==> config.mk <==
export PLATFORM = sky130hd
export DESIGN_NAME = uie_irq_ctrl
export DESIGN_NICKNAME = d
export VERILOG_FILES = /design/src/rtl/uie_pkg.sv /design/src/rtl/uie_rise_det.sv /design/src/rtl/uie_sticky.sv /design/src/rtl/uie_irq_ctrl.sv
export SDC_FILE = /design/constraint.sdc
export NUM_CORES = 1
export LEC_CHECK = 0
export BUFFER_PORTS_ARGS = -buffer_cell sky130_fd_sc_hd__clkbuf_2
export CAP_MARGIN = 20
export CORE_MARGIN = 2
export CORE_UTILIZATION = 49
export CTS_CLUSTER_SIZE = 20
export DETAILED_ROUTE_END_ITERATION = 6
export PLACE_DENSITY = 0.89
export REMOVE_ABC_BUFFERS = 1
export SLEW_MARGIN = 5
export SYNTH_ARGS = -nofsm -noshare
export SYNTH_HDL_FRONTEND = slang
export SYNTH_HIERARCHICAL = 1
export SYNTH_SLANG_ARGS = --single-unit
==> constraint.sdc <==
create_clock -name clock -period 1.5 [get_ports clock]
set_clock_uncertainty 0.15 [all_clocks]
set_input_delay 0.075 -clock clock [delete_from_list [all_inputs] [get_ports clock]]
set_output_delay 0.075 -clock clock [all_outputs]
set_load 0.05 [all_outputs]
==> src/rtl/uie_pkg.sv <==
// uie_pkg: register offsets, field positions, reset values and source codes
// assumes: one channel of a quad uart, 8-bit register port, 3-bit address
package uie_pkg;
    localparam int          DATA_W        = 8;
    localparam int          ADDR_W        = 3;
    localparam int          LVL_W         = 7;
    // register offsets on the parallel register port
    localparam logic [2:0]  OFS_MASK      = 3'h1;
    localparam logic [2:0]  OFS_FCTL_SRC  = 3'h2;
    localparam logic [2:0]  OFS_LSTAT     = 3'h5;
    localparam logic [7:0]  MASK_RST      = 8'h00;
    localparam logic [7:0]  FCTL_RST      = 8'h00;
    localparam logic [7:0]  LSTAT_RST     = 8'h60;
    // mask register fields
    localparam int          MB_RECEIVE_DMA_REQUEST_N      = 0;
    localparam int          MB_TXEMP      = 1;
    localparam int          MB_LINE       = 2;
    localparam int          MB_MODEM      = 3;
    localparam int          MB_SLEEP      = 4;
    localparam int          MB_XOFF       = 5;
    localparam int          MB_RTS        = 6;
    localparam int          MB_CTS        = 7;
    localparam logic [7:0]  MASK_ENH      = 8'hf0;
    // fifo control fields
    localparam int          FB_FIFO_EN    = 0;
    localparam int          FB_DMA_SEL    = 3;
    // line status fields
    localparam int          LB_DREADY     = 0;
    localparam int          LB_ERR_LO     = 1;
    localparam int          LB_THR_EMP    = 5;
    localparam int          LB_TX_IDLE    = 6;
    localparam int          LB_FIFO_ERR   = 7;
    // interrupt source codes, bits 5:0 of the source register
    localparam logic [5:0]  SRC_NONE      = 6'h01;
    localparam logic [5:0]  SRC_LINE      = 6'h06;
    localparam logic [5:0]  SRC_RECEIVE_DMA_REQUEST_N     = 6'h04;
    localparam logic [5:0]  SRC_TXEMP     = 6'h02;
    localparam logic [5:0]  SRC_MODEM     = 6'h00;
    localparam logic [5:0]  SRC_XOFF      = 6'h10;
    localparam logic [5:0]  SRC_HSHAKE    = 6'h20;
    localparam logic [1:0]  SRC_FIFO_ON   = 2'h3;
endpackage : uie_pkg

==> src/rtl/uie_rise_det.sv <==
// uie_rise_det: one-cycle pulse on a low-to-high change of a level input
// assumes: the input is synchronous to clock
`timescale 1ns/100ps
module uie_rise_det (
    input  wire logic clock,
    input  wire logic rst,
    input  wire logic level,
    output logic      rise
);
    logic last_ff;

    always_ff @(posedge clock or posedge rst) begin
        if (rst) begin
            last_ff <= 1'b0;
        end else begin
            last_ff <= level;
        end
    end

    assign rise = level & ~last_ff;
endmodule : uie_rise_det

==> src/rtl/uie_sticky.sv <==
// uie_sticky: pending flag set by an event and cleared by a strobe
// assumes: set and clear are one-cycle pulses synchronous to clock
`timescale 1ns/100ps
module uie_sticky (
    input  wire logic clock,
    input  wire logic rst,
    input  wire logic set,
    input  wire logic clr,
    output logic      flag_ff
);
    // a set in the clearing cycle wins
    always_ff @(posedge clock or posedge rst) begin
        if (rst) begin
            flag_ff <= 1'b0;
        end else if (set) begin
            flag_ff <= 1'b1;
        end else if (clr) begin
            flag_ff <= 1'b0;
        end
    end
endmodule : uie_sticky

==> src/rtl/uie_irq_ctrl.sv <==
// uie_irq_ctrl: interrupt masking, source reporting, line status and dma ready
// assumes: fifos, shifters and modem logic sit outside and report levels/pulses
//
// Overview of operation
// - mask bit 7 enables cts rising interrupt
// - mask bit 6 enables rts rising interrupt
// - mask bit 5 enables xoff received interrupt
// - mask bit 4 enables sleep mode
// - mask bit 3 gates modem status interrupt
// - mask bit 2 gates line status interrupt
// - mask bit 1 interrupts while holding empty
// - mask bit 0: receive fill reaches trigger in fifo mode, data ready otherwise
// - mask register resets to all zero
// - source register shows trigger, clears together
// - data ready set on push, clear empty
// - host may poll with bits 0-3 clear
// - line status 1-4 report receive errors
// - line status 5 means transmit fifo empty
// - line status 6 means transmitter fully idle
// - line status 7 flags errored fifo character
// - dma mode 0 transmit request low when space
// - dma mode 0 receive request low when loaded
// - own output or shared wired request line
// - mask bits 4-7 need enhanced enable
`timescale 1ns/100ps
module uie_irq_ctrl #(
    parameter int LVL_W = uie_pkg::LVL_W
) (
    input  wire logic             clock,
    input  wire logic             rst,
    // parallel register port
    input  wire logic [2:0]       reg_addr,
    input  wire logic             reg_wr,
    input  wire logic             reg_rd,
    input  wire logic [7:0]       reg_wdata,
    output logic      [7:0]       reg_rdata,
    input  wire logic             divisor_latch_sel,
    input  wire logic             enh_enable,
    // status from the rest of the channel
    input  wire logic             cts_level,
    input  wire logic             rts_level,
    input  wire logic             xoff_rcvd,
    input  wire logic             modem_change,
    input  wire logic             modem_status_rd,
    input  wire logic [3:0]       rx_err,
    input  wire logic             rx_push,
    input  wire logic [LVL_W-1:0] rx_fill,
    input  wire logic [LVL_W-1:0] rx_trigger,
    input  wire logic             rx_fifo_err,
    input  wire logic             thr_empty,
    input  wire logic             tsr_empty,
    input  wire logic             bus_mode_68,
    // outputs
    output logic                  sleep_enable,
    output logic                  channel_irq,
    output logic                  shared_irq_out,
    output logic                  shared_irq_oe,
    output logic                  transmit_dma_request_n,
    output logic                  receive_dma_request_n
);
    if (LVL_W < 2 || LVL_W > 16) begin : g_bad_lvl_w
        $error("uie_irq_ctrl: LVL_W out of range");
    end

    logic [7:0] interrupt_mask_ff;
    logic [7:0] fifo_ctl_ff;
    logic [3:0] err_ff;
    logic       dready_ff;
    logic       irq_ff;
    logic       transmit_dma_request_n_n_ff;
    logic       receive_dma_request_n_n_ff;
    logic [7:0] rdata_ff;
    logic       cts_rise;
    logic       rts_rise;
    logic       cts_pend_ff;
    logic       rts_pend_ff;
    logic       xoff_pend_ff;
    logic       modem_pend_ff;
    logic       line_pend_ff;
    logic       wr_mask;
    logic       wr_fctl;
    logic       rd_src;
    logic       rd_lstat;
    logic       fifo_on;
    logic       rx_level;
    logic       any_err;
    logic [7:0] mask_rd;
    logic [7:0] lstat;
    logic [5:0] src_code;
    logic       nxt_irq;

    assign wr_mask  = reg_wr && !divisor_latch_sel && reg_addr == uie_pkg::OFS_MASK;
    assign wr_fctl  = reg_wr && !divisor_latch_sel && reg_addr == uie_pkg::OFS_FCTL_SRC;
    assign rd_src   = reg_rd && !divisor_latch_sel && reg_addr == uie_pkg::OFS_FCTL_SRC;
    assign rd_lstat = reg_rd && reg_addr == uie_pkg::OFS_LSTAT;
    assign fifo_on  = fifo_ctl_ff[uie_pkg::FB_FIFO_EN];
    assign any_err  = |rx_err;

    // mask register; upper half only reachable with enhanced enable
    always_ff @(posedge clock or posedge rst) begin
        if (rst) begin
            interrupt_mask_ff <= uie_pkg::MASK_RST;
        end else if (wr_mask) begin
            if (enh_enable) begin
                interrupt_mask_ff <= reg_wdata;
            end else begin
                interrupt_mask_ff <= (interrupt_mask_ff & uie_pkg::MASK_ENH)
                                   | (reg_wdata & ~uie_pkg::MASK_ENH);
            end
        end
    end

    always_ff @(posedge clock or posedge rst) begin
        if (rst) begin
            fifo_ctl_ff <= uie_pkg::FCTL_RST;
        end else if (wr_fctl) begin
            fifo_ctl_ff <= reg_wdata;
        end
    end

    assign sleep_enable = interrupt_mask_ff[uie_pkg::MB_SLEEP];

    uie_rise_det u_cts_rise (
        .clock (clock),
        .rst   (rst),
        .level (cts_level),
        .rise  (cts_rise)
    );

    uie_rise_det u_rts_rise (
        .clock (clock),
        .rst   (rst),
        .level (rts_level),
        .rise  (rts_rise)
    );

    // handshake and xoff pendings clear on a source register read
    uie_sticky u_cts_pend (
        .clock   (clock),
        .rst     (rst),
        .set     (cts_rise),
        .clr     (rd_src),
        .flag_ff (cts_pend_ff)
    );

    uie_sticky u_rts_pend (
        .clock   (clock),
        .rst     (rst),
        .set     (rts_rise),
        .clr     (rd_src),
        .flag_ff (rts_pend_ff)
    );

    uie_sticky u_xoff_pend (
        .clock   (clock),
        .rst     (rst),
        .set     (xoff_rcvd),
        .clr     (rd_src),
        .flag_ff (xoff_pend_ff)
    );

    uie_sticky u_modem_pend (
        .clock   (clock),
        .rst     (rst),
        .set     (modem_change),
        .clr     (modem_status_rd),
        .flag_ff (modem_pend_ff)
    );

    uie_sticky u_line_pend (
        .clock   (clock),
        .rst     (rst),
        .set     (any_err),
        .clr     (rd_lstat),
        .flag_ff (line_pend_ff)
    );

    // error kinds stay until the line status is read; a new error wins
    always_ff @(posedge clock or posedge rst) begin
        if (rst) begin
            err_ff <= 4'h0;
        end else if (rd_lstat) begin
            err_ff <= rx_err;
        end else begin
            err_ff <= err_ff | rx_err;
        end
    end

    // data ready sets with a push and clears once the fifo is empty
    always_ff @(posedge clock or posedge rst) begin
        if (rst) begin
            dready_ff <= 1'b0;
        end else if (rx_push) begin
            dready_ff <= 1'b1;
        end else if (rx_fill == '0) begin
            dready_ff <= 1'b0;
        end
    end

    // receive level: trigger in fifo mode, one character otherwise
    assign rx_level = fifo_on ? (rx_fill >= rx_trigger) : dready_ff;

    always_comb begin
        lstat                          = 8'h00;
        lstat[uie_pkg::LB_DREADY]      = dready_ff;
        lstat[uie_pkg::LB_ERR_LO +: 4] = err_ff;
        lstat[uie_pkg::LB_THR_EMP]     = thr_empty;
        lstat[uie_pkg::LB_TX_IDLE]     = thr_empty & tsr_empty;
        lstat[uie_pkg::LB_FIFO_ERR]    = rx_fifo_err;
    end

    // source priority: line, receive, transmit, modem, xoff, handshake
    always_comb begin
        src_code = uie_pkg::SRC_NONE;
        if (interrupt_mask_ff[uie_pkg::MB_LINE] && line_pend_ff) begin
            src_code = uie_pkg::SRC_LINE;
        end else if (interrupt_mask_ff[uie_pkg::MB_RECEIVE_DMA_REQUEST_N] && rx_level) begin
            src_code = uie_pkg::SRC_RECEIVE_DMA_REQUEST_N;
        end else if (interrupt_mask_ff[uie_pkg::MB_TXEMP] && thr_empty) begin
            src_code = uie_pkg::SRC_TXEMP;
        end else if (interrupt_mask_ff[uie_pkg::MB_MODEM] && modem_pend_ff) begin
            src_code = uie_pkg::SRC_MODEM;
        end else if (interrupt_mask_ff[uie_pkg::MB_XOFF] && xoff_pend_ff) begin
            src_code = uie_pkg::SRC_XOFF;
        end else if ((interrupt_mask_ff[uie_pkg::MB_CTS] && cts_pend_ff)
                  || (interrupt_mask_ff[uie_pkg::MB_RTS] && rts_pend_ff)) begin
            src_code = uie_pkg::SRC_HSHAKE;
        end
    end

    // any enabled pending source drives the request; polled mode still lets mask bits 5-7 interrupt
    assign nxt_irq = (src_code != uie_pkg::SRC_NONE);

    always_ff @(posedge clock or posedge rst) begin
        if (rst) begin
            irq_ff <= 1'b0;
        end else begin
            irq_ff <= nxt_irq;
        end
    end

    // 16 mode: own output; 68 mode: open-drain shared request, low active
    assign channel_irq    = irq_ff & ~bus_mode_68;
    assign shared_irq_out = 1'b0;
    assign shared_irq_oe  = irq_ff & bus_mode_68;

    // dma mode 0 ready levels; mode 1 is not served and stays inactive
    always_ff @(posedge clock or posedge rst) begin
        if (rst) begin
            transmit_dma_request_n_n_ff <= 1'b1;
            receive_dma_request_n_n_ff <= 1'b1;
        end else if (!fifo_on || !fifo_ctl_ff[uie_pkg::FB_DMA_SEL]) begin
            transmit_dma_request_n_n_ff <= ~thr_empty;
            receive_dma_request_n_n_ff <= (rx_fill == '0);
        end else begin
            transmit_dma_request_n_n_ff <= 1'b1;
            receive_dma_request_n_n_ff <= 1'b1;
        end
    end

    assign transmit_dma_request_n = transmit_dma_request_n_n_ff;
    assign receive_dma_request_n  = receive_dma_request_n_n_ff;

    assign mask_rd = enh_enable ? interrupt_mask_ff
                                : (interrupt_mask_ff & ~uie_pkg::MASK_ENH);

    // read data is captured on the read strobe
    always_ff @(posedge clock or posedge rst) begin
        if (rst) begin
            rdata_ff <= 8'h00;
        end else if (reg_rd) begin
            if (divisor_latch_sel && reg_addr != uie_pkg::OFS_LSTAT) begin
                rdata_ff <= 8'h00;
            end else begin
                case (reg_addr)
                    uie_pkg::OFS_MASK:     rdata_ff <= mask_rd;
                    uie_pkg::OFS_FCTL_SRC: rdata_ff <= {fifo_on ? uie_pkg::SRC_FIFO_ON : 2'h0,
                                                        src_code};
                    uie_pkg::OFS_LSTAT:    rdata_ff <= lstat;
                    default:               rdata_ff <= 8'h00;
                endcase
            end
        end
    end

    assign reg_rdata = rdata_ff;

    AST_MASK_RESET: assert property (@(posedge clock)
        $fell(rst) |-> interrupt_mask_ff == uie_pkg::MASK_RST)
        else $error("mask not zero after reset");
    AST_RESET_OUT: assert property (@(posedge clock) rst
        |-> !channel_irq && !shared_irq_oe && transmit_dma_request_n && receive_dma_request_n)
        else $error("outputs active during reset");
    AST_ENH_LOCK: assert property (@(posedge clock) disable iff (rst)
        wr_mask && !enh_enable |=> (interrupt_mask_ff & uie_pkg::MASK_ENH)
        == ($past(interrupt_mask_ff) & uie_pkg::MASK_ENH))
        else $error("upper mask bits changed while locked");
    AST_LOCK_READ: assert property (@(posedge clock) disable iff (rst)
        reg_rd && !divisor_latch_sel && reg_addr == uie_pkg::OFS_MASK && !enh_enable
        |=> (reg_rdata & uie_pkg::MASK_ENH) == 8'h00)
        else $error("locked mask bits readable");
    AST_CTS_IRQ: assert property (@(posedge clock) disable iff (rst)
        interrupt_mask_ff[uie_pkg::MB_CTS] && cts_rise && !rd_src |=> ##1 irq_ff)
        else $error("cts rise did not interrupt");
    AST_RTS_IRQ: assert property (@(posedge clock) disable iff (rst)
        interrupt_mask_ff[uie_pkg::MB_RTS] && rts_rise && !rd_src |=> ##1 irq_ff)
        else $error("rts rise did not interrupt");
    AST_XOFF_IRQ: assert property (@(posedge clock) disable iff (rst)
        interrupt_mask_ff[uie_pkg::MB_XOFF] && xoff_rcvd && !wr_mask |=> ##1 irq_ff)
        else $error("xoff did not interrupt");
    AST_MODEM_IRQ: assert property (@(posedge clock) disable iff (rst)
        interrupt_mask_ff[uie_pkg::MB_MODEM] && modem_change && !wr_mask |=> ##1 irq_ff)
        else $error("modem change did not interrupt");
    AST_LINE_IRQ: assert property (@(posedge clock) disable iff (rst)
        interrupt_mask_ff[uie_pkg::MB_LINE] && any_err && !wr_mask |=> ##1 irq_ff)
        else $error("line status error did not interrupt");
    AST_TX_EMPTY: assert property (@(posedge clock) disable iff (rst)
        interrupt_mask_ff[uie_pkg::MB_TXEMP] && thr_empty |=> irq_ff)
        else $error("holding empty did not interrupt");
    AST_MASKED_OFF: assert property (@(posedge clock) disable iff (rst)
        interrupt_mask_ff == 8'h00 |=> !irq_ff)
        else $error("interrupt with all sources masked");
    AST_RX_TRIG: assert property (@(posedge clock) disable iff (rst)
        fifo_on && interrupt_mask_ff[uie_pkg::MB_RECEIVE_DMA_REQUEST_N] && rx_fill >= rx_trigger |=> irq_ff)
        else $error("trigger level did not interrupt");
    AST_SRC_TRIG: assert property (@(posedge clock) disable iff (rst)
        rd_src && fifo_on && interrupt_mask_ff[uie_pkg::MB_RECEIVE_DMA_REQUEST_N] && rx_fill >= rx_trigger
        && !(interrupt_mask_ff[uie_pkg::MB_LINE] && line_pend_ff)
        |=> reg_rdata == {uie_pkg::SRC_FIFO_ON, uie_pkg::SRC_RECEIVE_DMA_REQUEST_N})
        else $error("receive trigger not shown in source register");
    AST_TX_IDLE: assert property (@(posedge clock) disable iff (rst)
        rd_lstat |=> reg_rdata[uie_pkg::LB_TX_IDLE] == ($past(thr_empty) && $past(tsr_empty)))
        else $error("idle shown while shifter busy");
    AST_FIFO_ERR: assert property (@(posedge clock) disable iff (rst)
        rd_lstat |=> reg_rdata[uie_pkg::LB_FIFO_ERR] == $past(rx_fifo_err))
        else $error("fifo data error not shown");
    AST_DMA_TX: assert property (@(posedge clock) disable iff (rst)
        !fifo_ctl_ff[uie_pkg::FB_DMA_SEL] && thr_empty |=> !transmit_dma_request_n)
        else $error("transmit request not low with space");
    AST_DMA_RX: assert property (@(posedge clock) disable iff (rst)
        (!fifo_on || !fifo_ctl_ff[uie_pkg::FB_DMA_SEL]) && rx_fill != '0
        |=> !receive_dma_request_n)
        else $error("receive request not low with data");
    AST_DREADY: assert property (@(posedge clock) disable iff (rst)
        rx_push |=> dready_ff)
        else $error("data ready not set after push");
    AST_DREADY_CLR: assert property (@(posedge clock) disable iff (rst)
        !rx_push && rx_fill == '0 |=> !dready_ff)
        else $error("data ready left set with fifo empty");
endmodule : uie_irq_ctrl

# Yosys cells after proc, flatten, opt, wreduce, memory -nomap -nowiden
# Cells that the tools add are included.
# classes
magnitude_cmp	1
eq_ne	5
mux	25
n_bitwise	11
reduce_logical	27
# ops
cell	count
$mux W6	6
$mux W8	3
$pmux W8 S3	1
$logic_and A1 B1 Y1	14
$mux W1	13
$reduce_bool A2 Y1	6
$or A8 B4 Y8	1
$ge A7 B7 Y1	1
$logic_not A7 Y1	1
$ne A6 B1 Y1 const B	1
$and A1 B1 Y1	5
$mux W4	1
$not A1 Y1	4
$or A4 B4 Y4	1
$reduce_or A4 Y1	1
$eq A3 B1 Y1 const B	1
$eq A3 B2 Y1 const B	1
$eq A3 B3 Y1 const B	1
$logic_not A1 Y1	3
$ne A3 B3 Y1 const B	1
$logic_or A1 B1 Y1	2
$mux W2	1
# totals
regBits	35
inputBits	45
out_inout_bits	14
wordCells	84

# Depth between registers and ports, before layout
# logic_depth
depth_word	10
mapped_depth	7
depth_no_buf	7

# Hierarchy
# Netlist, hierarchy kept.
# modules_own_cells
mod	instances	cells_each	area_per_inst_um2	seq_area_each_um2
uie_irq_ctrl	1	137	1515.2	653.1
uie_sticky	5	4	40.0	25.0
uie_rise_det	2	3	42.5	25.0

# Worst setup path before layout
# Ideal clock, no wire load.
# synth_timing
path_type	input to register
from	input port rx_fill[0]
to	register rdata_ff[5], in the netlist reg_rdata[5]
setup_ps	95
arrival_time_ps	1308
required_ps	1255
setup_slack_ps	-54
path_stages	7
n_path_buf	0
cell_sequence	inv_1 ha_1 nand2b_4 a2111oi_4 o21a_2 o21ai_2 o31ai_1
# synth_via
elab_chain_len	7
# synth_lines
element	line	rtl
start, declared	uie_irq_ctrl.sv:47	input wire logic [LVL_W-1:0] rx_fill,
$ge A7 B7 Y1	uie_irq_ctrl.sv:201	assign rx_level = fifo_on ? (rx_fill >= rx_trigger) : dready_ff;
$mux W1	uie_irq_ctrl.sv:201	
$logic_and A1 B1 Y1	uie_irq_ctrl.sv:217	end else if (interrupt_mask_ff[uie_pkg::MB_RECEIVE_DMA_REQUEST_N] && rx_level) begin
$mux W6	uie_irq_ctrl.sv:217	
$mux W6	uie_irq_ctrl.sv:215	if (interrupt_mask_ff[uie_pkg::MB_LINE] && line_pend_ff) begin
$pmux W8 S3	uie_irq_ctrl.sv:275	case (reg_addr)
$mux W8	uie_irq_ctrl.sv:272	if (divisor_latch_sel && reg_addr != uie_pkg::OFS_LSTAT) begin
end signal, assigned	uie_irq_ctrl.sv:276	uie_pkg::OFS_MASK: rdata_ff <= mask_rd;
end signal, assigned	uie_irq_ctrl.sv:277	uie_pkg::OFS_FCTL_SRC: rdata_ff <= {fifo_on ? uie_pkg::SRC_FIFO_ON : 2'h0,
end signal, assigned	uie_irq_ctrl.sv:279	uie_pkg::OFS_LSTAT: rdata_ff <= lstat;
end, declared	uie_irq_ctrl.sv:72	logic [7:0] rdata_ff;
# No other way between the ends.
# A chain may end at the register's enable or synchronous reset.

# Worst setup path after layout
# layout_timing
from	register interrupt_mask_ff[3]
to	register irq_ff
# layout_via
elab_chain_len	6
# layout_lines
element	line	rtl
start, declared	uie_irq_ctrl.sv:65	logic [7:0] interrupt_mask_ff;
start signal, assigned	uie_irq_ctrl.sv:102	interrupt_mask_ff <= uie_pkg::MASK_RST;
start signal, assigned	uie_irq_ctrl.sv:105	interrupt_mask_ff <= reg_wdata;
start signal, assigned	uie_irq_ctrl.sv:107	interrupt_mask_ff <= (interrupt_mask_ff & uie_pkg::MASK_ENH)
$logic_and A1 B1 Y1	uie_irq_ctrl.sv:221	end else if (interrupt_mask_ff[uie_pkg::MB_MODEM] && modem_pend_ff) begin
$mux W6	uie_irq_ctrl.sv:221	
$mux W6	uie_irq_ctrl.sv:219	end else if (interrupt_mask_ff[uie_pkg::MB_TXEMP] && thr_empty) begin
$mux W6	uie_irq_ctrl.sv:217	
$mux W6	uie_irq_ctrl.sv:215	
$ne A6 B1 Y1	uie_irq_ctrl.sv:232	assign nxt_irq = (src_code != uie_pkg::SRC_NONE);
net nxt_irq	uie_irq_ctrl.sv:90	logic nxt_irq;
end signal, assigned	uie_irq_ctrl.sv:238	irq_ff <= nxt_irq;
end, declared	uie_irq_ctrl.sv:69	logic irq_ff;
# The timed path passes the listed nets, and every way through them passes these cells.

==> results.md <==
- Outcome: finished clean
- Layout Cells excl Fill: 315
- Top post-synthesis cells by count: dfrtp_1 (31), inv_1 (23), nand2_1 (12), a21o_1 (10)
- Fin crit share: 0.996
- Port Buffers: 57
- Syn Inst Count: 163
- Total power: 0.00245 W
- Post-synth top area share: 0.431
- Initial core utilization: 0.499
- Die height: 64.6 um
- DR vias: 1598
- Initial antenna violation count: 0
- DRC viols: 0
- First-pass GRT wire length: 7070 um
- FF-to-FF Start: interrupt_mask_ff[3]
- Dpl ws: -0.237 ns
- PD cells: 927 nW/um^2
- H-tree depth: 2
- Dpl cell area: 2240 sq um
- Reg2Reg Depth: 3
- EDFF count, synth: 0
- Clock sink count: 33
- Cts bufs inserted: 5
- FFs w/ async S/R, synth: 1.00
- GPL Wtd Cong: 0.833
- Fmax: 669 MHz
- Hold path depth: 3
- Unrepaired setup endpoints after global routing: yes
- Max Slew Vio Count: 0
- Final worst slack: 0.00541 ns
- Largest net degree at the start of global routing: 27
- Core area: 3610 sq um
- Post-Syn Area: 1800 sq um
- Worst-Skew Late Latency: 0.29 ns
- Flip-flop and latch count after synthesis: 33
- Final setup fails: 0
- Synth area leaders: dfrtp_1 (43%), ha_1 (4.9%), inv_1 (4.8%), mux2_2 (4.4%), a21o_1 (4.2%)
- Vias per inst: 5.07
- Fillcell total: 255
- Hold Startpoint: reg_wr
- Final hold vios: 0
- GRT overflow: 0
- Root buffer cell: clkbuf_8
- Post-DP HPWL: 3120 um
- Tot GR Track Use: 0.227
- Register area share after synthesis: 0.460
- Count leader, synth: dfrtp_1
- Die width: 64.6 um
- Area of the multi-input gates: 912 sq um
- Synthesis-to-finish area growth: 46.6%
- Max IR drop VDD: 849 uV
- Worst-path clk slew: 0.06 ns
- Ys flop type: dfrtp_1
- Fraction of layout instances using a drive strength above 1: 0.427
- Max-cap viol count: 0
- Vias in the first global route: 1600
- Hold WC Path Type: in2reg
- Final Critical Period: 1.49 ns
- N_diodes: 0
- Antenna Nets Post-Route: 0
- Starting DRT DRC Count: 78
- Worst path arrival time: 1.52 ns
- Final wirelength: 4350 um
- Yosys warnings: 6
- TritonCTS clock tree: built
- Worst Setup Start Kind: register
- Yosys top cell by area: dfrtp_1
- Worst EP required: 1.53 ns
- Crit Path Max Fanout: 2
- CTS Buffer Depth: 2
- GR Layer Usage met2: 0.393
- Wire per inst: 13.8 um
- Hold Path End: fifo_ctl_ff[3]
- Gr busiest metal: met2
- CP Capture Type: register
- LEAKAGE: 1.30 nW
- Mean Syn Cell Area: 11.0 sq um
- Setup CP Type: reg2reg
- TritonRoute pass-1 iters: 4
- Final instance area: 2640 sq um
- Reg-to-Reg End: irq_ff
- Placed cells: 280
- Distinct cells, synth: 51
- Die area: 4180 sq um
- Critical path startpoint: interrupt_mask_ff[3]
- Worst reg2reg setup slack: 0.005 ns
- Final net count: 318
- I/O Pins: 59
- Met1 Track Usage GR: 0.267
- FF+latch area: 830 sq um
- Met3 GRT Util: 0.0660
- Site Rows: 22
[where the power goes]
part / leakage [nW] / switching (W) / total (W) / internal, W
sequential: 0.380 / 0.0000699 / 0.00107 / 0.000995
combinational: 0.880 / 0.000382 / 0.000736 / 0.000353
clock: 0.0395 / 0.000315 / 0.000644 / 0.000329
[metal layers]
metal  vias to the layer above  part of all wire
li1                        782                 -
met1                       752              0.43
met2                        56              0.51
met3                         8             0.050
met4                         0             0.017
met5                         -                 0
[kinds of logic (layout without fill, tap and decap cells)]
group	after synthesis	in the layout	synth area share
buffers and inverters	27	131	0.0598
adder cells (fa/ha/maj)	7	7	0.0486
AO/OA/AOI/OAI	42	42	0.189
AND/OR/NAND/NOR	39	39	0.147
flip-flops	33	33	0.460
other	1	1	0.00208
multiplexers	14	14	0.0938
[cell type report]
class	instances	share of cell area
inverter	24	0.0351
multi-input combinational	103	0.346
clock buffer	8	0.0303
tap	48	0.0228
sequential	33	0.314
timing repair buffer	99	0.252
[flip-flops by register name, indices dropped and copies added, names as in the netlist]
name                    cells
dready_ff                   1
err_ff                      4
fifo_ctl_ff                 2
interrupt_mask_ff           8
irq_ff                      1
receive_dma_request_n       1
reg_rdata                   8
transmit_dma_request_n      1
u_cts_pend/flag_ff          1
u_cts_rise/last_ff          1
u_line_pend/flag_ff         1
u_modem_pend/flag_ff        1
u_rts_pend/flag_ff          1
u_rts_rise/last_ff          1
u_xoff_pend/flag_ff         1
[worst max path at each step]
stage,slack [ns],end,cells past startpoint
floorplan,-0.05,reg_rdata[5],7
global placement,-0.19,reg_rdata[5],8
detailed placement,-0.24,reg_rdata[5],8
CTS,0.0009,reg_rdata[5],4
global route,-0.03,reg_rdata[2],5
finish,0.005,irq_ff,3
[worst max-delay path: stages (launching register included)]
cell and delay, ns:
dfrtp_1 0.39, a222oi_1 0.45, nand3_1 0.19, o21bai_1 0.20
[timing repair]
item / 4_1_cts / 5_1_grt
pin swaps: 1 / 5
setup buffers: 1 / 2
hold buffers: 24 / 1
hold endpoints to repair: 57 / 1
setup endpoints to repair: 2 / 10
gates resized for setup: 2 / 11
[placed cells by master, fill, tap and decap left out, types with 5 or more instances in the layout]
master          n
clkbuf_8        5
buf_4          17
dlygate4sd3_1  24
a21o_1         10
inv_1          23
dfrtp_1        30
mux2_2          7
clkbuf_2       57
ha_1            7
nand2_1        11
[metrics by stage]
step / TNS (ns) / hold WS, ns / utilization
4_1_cts: 0 / 0.0216 / 0.715
3_3_place_gp: -0.595 / -0.153 / 0.621
5_1_grt: -0.0819 / 0.0593 / 0.732
3_5_place_dp: -0.863 / -0.149 / 0.621
6_report: 0 / 0.0254 / 0.732
2_1_floorplan: -0.0537 / -0.346 / -
(Power assumes the default switching activity.)
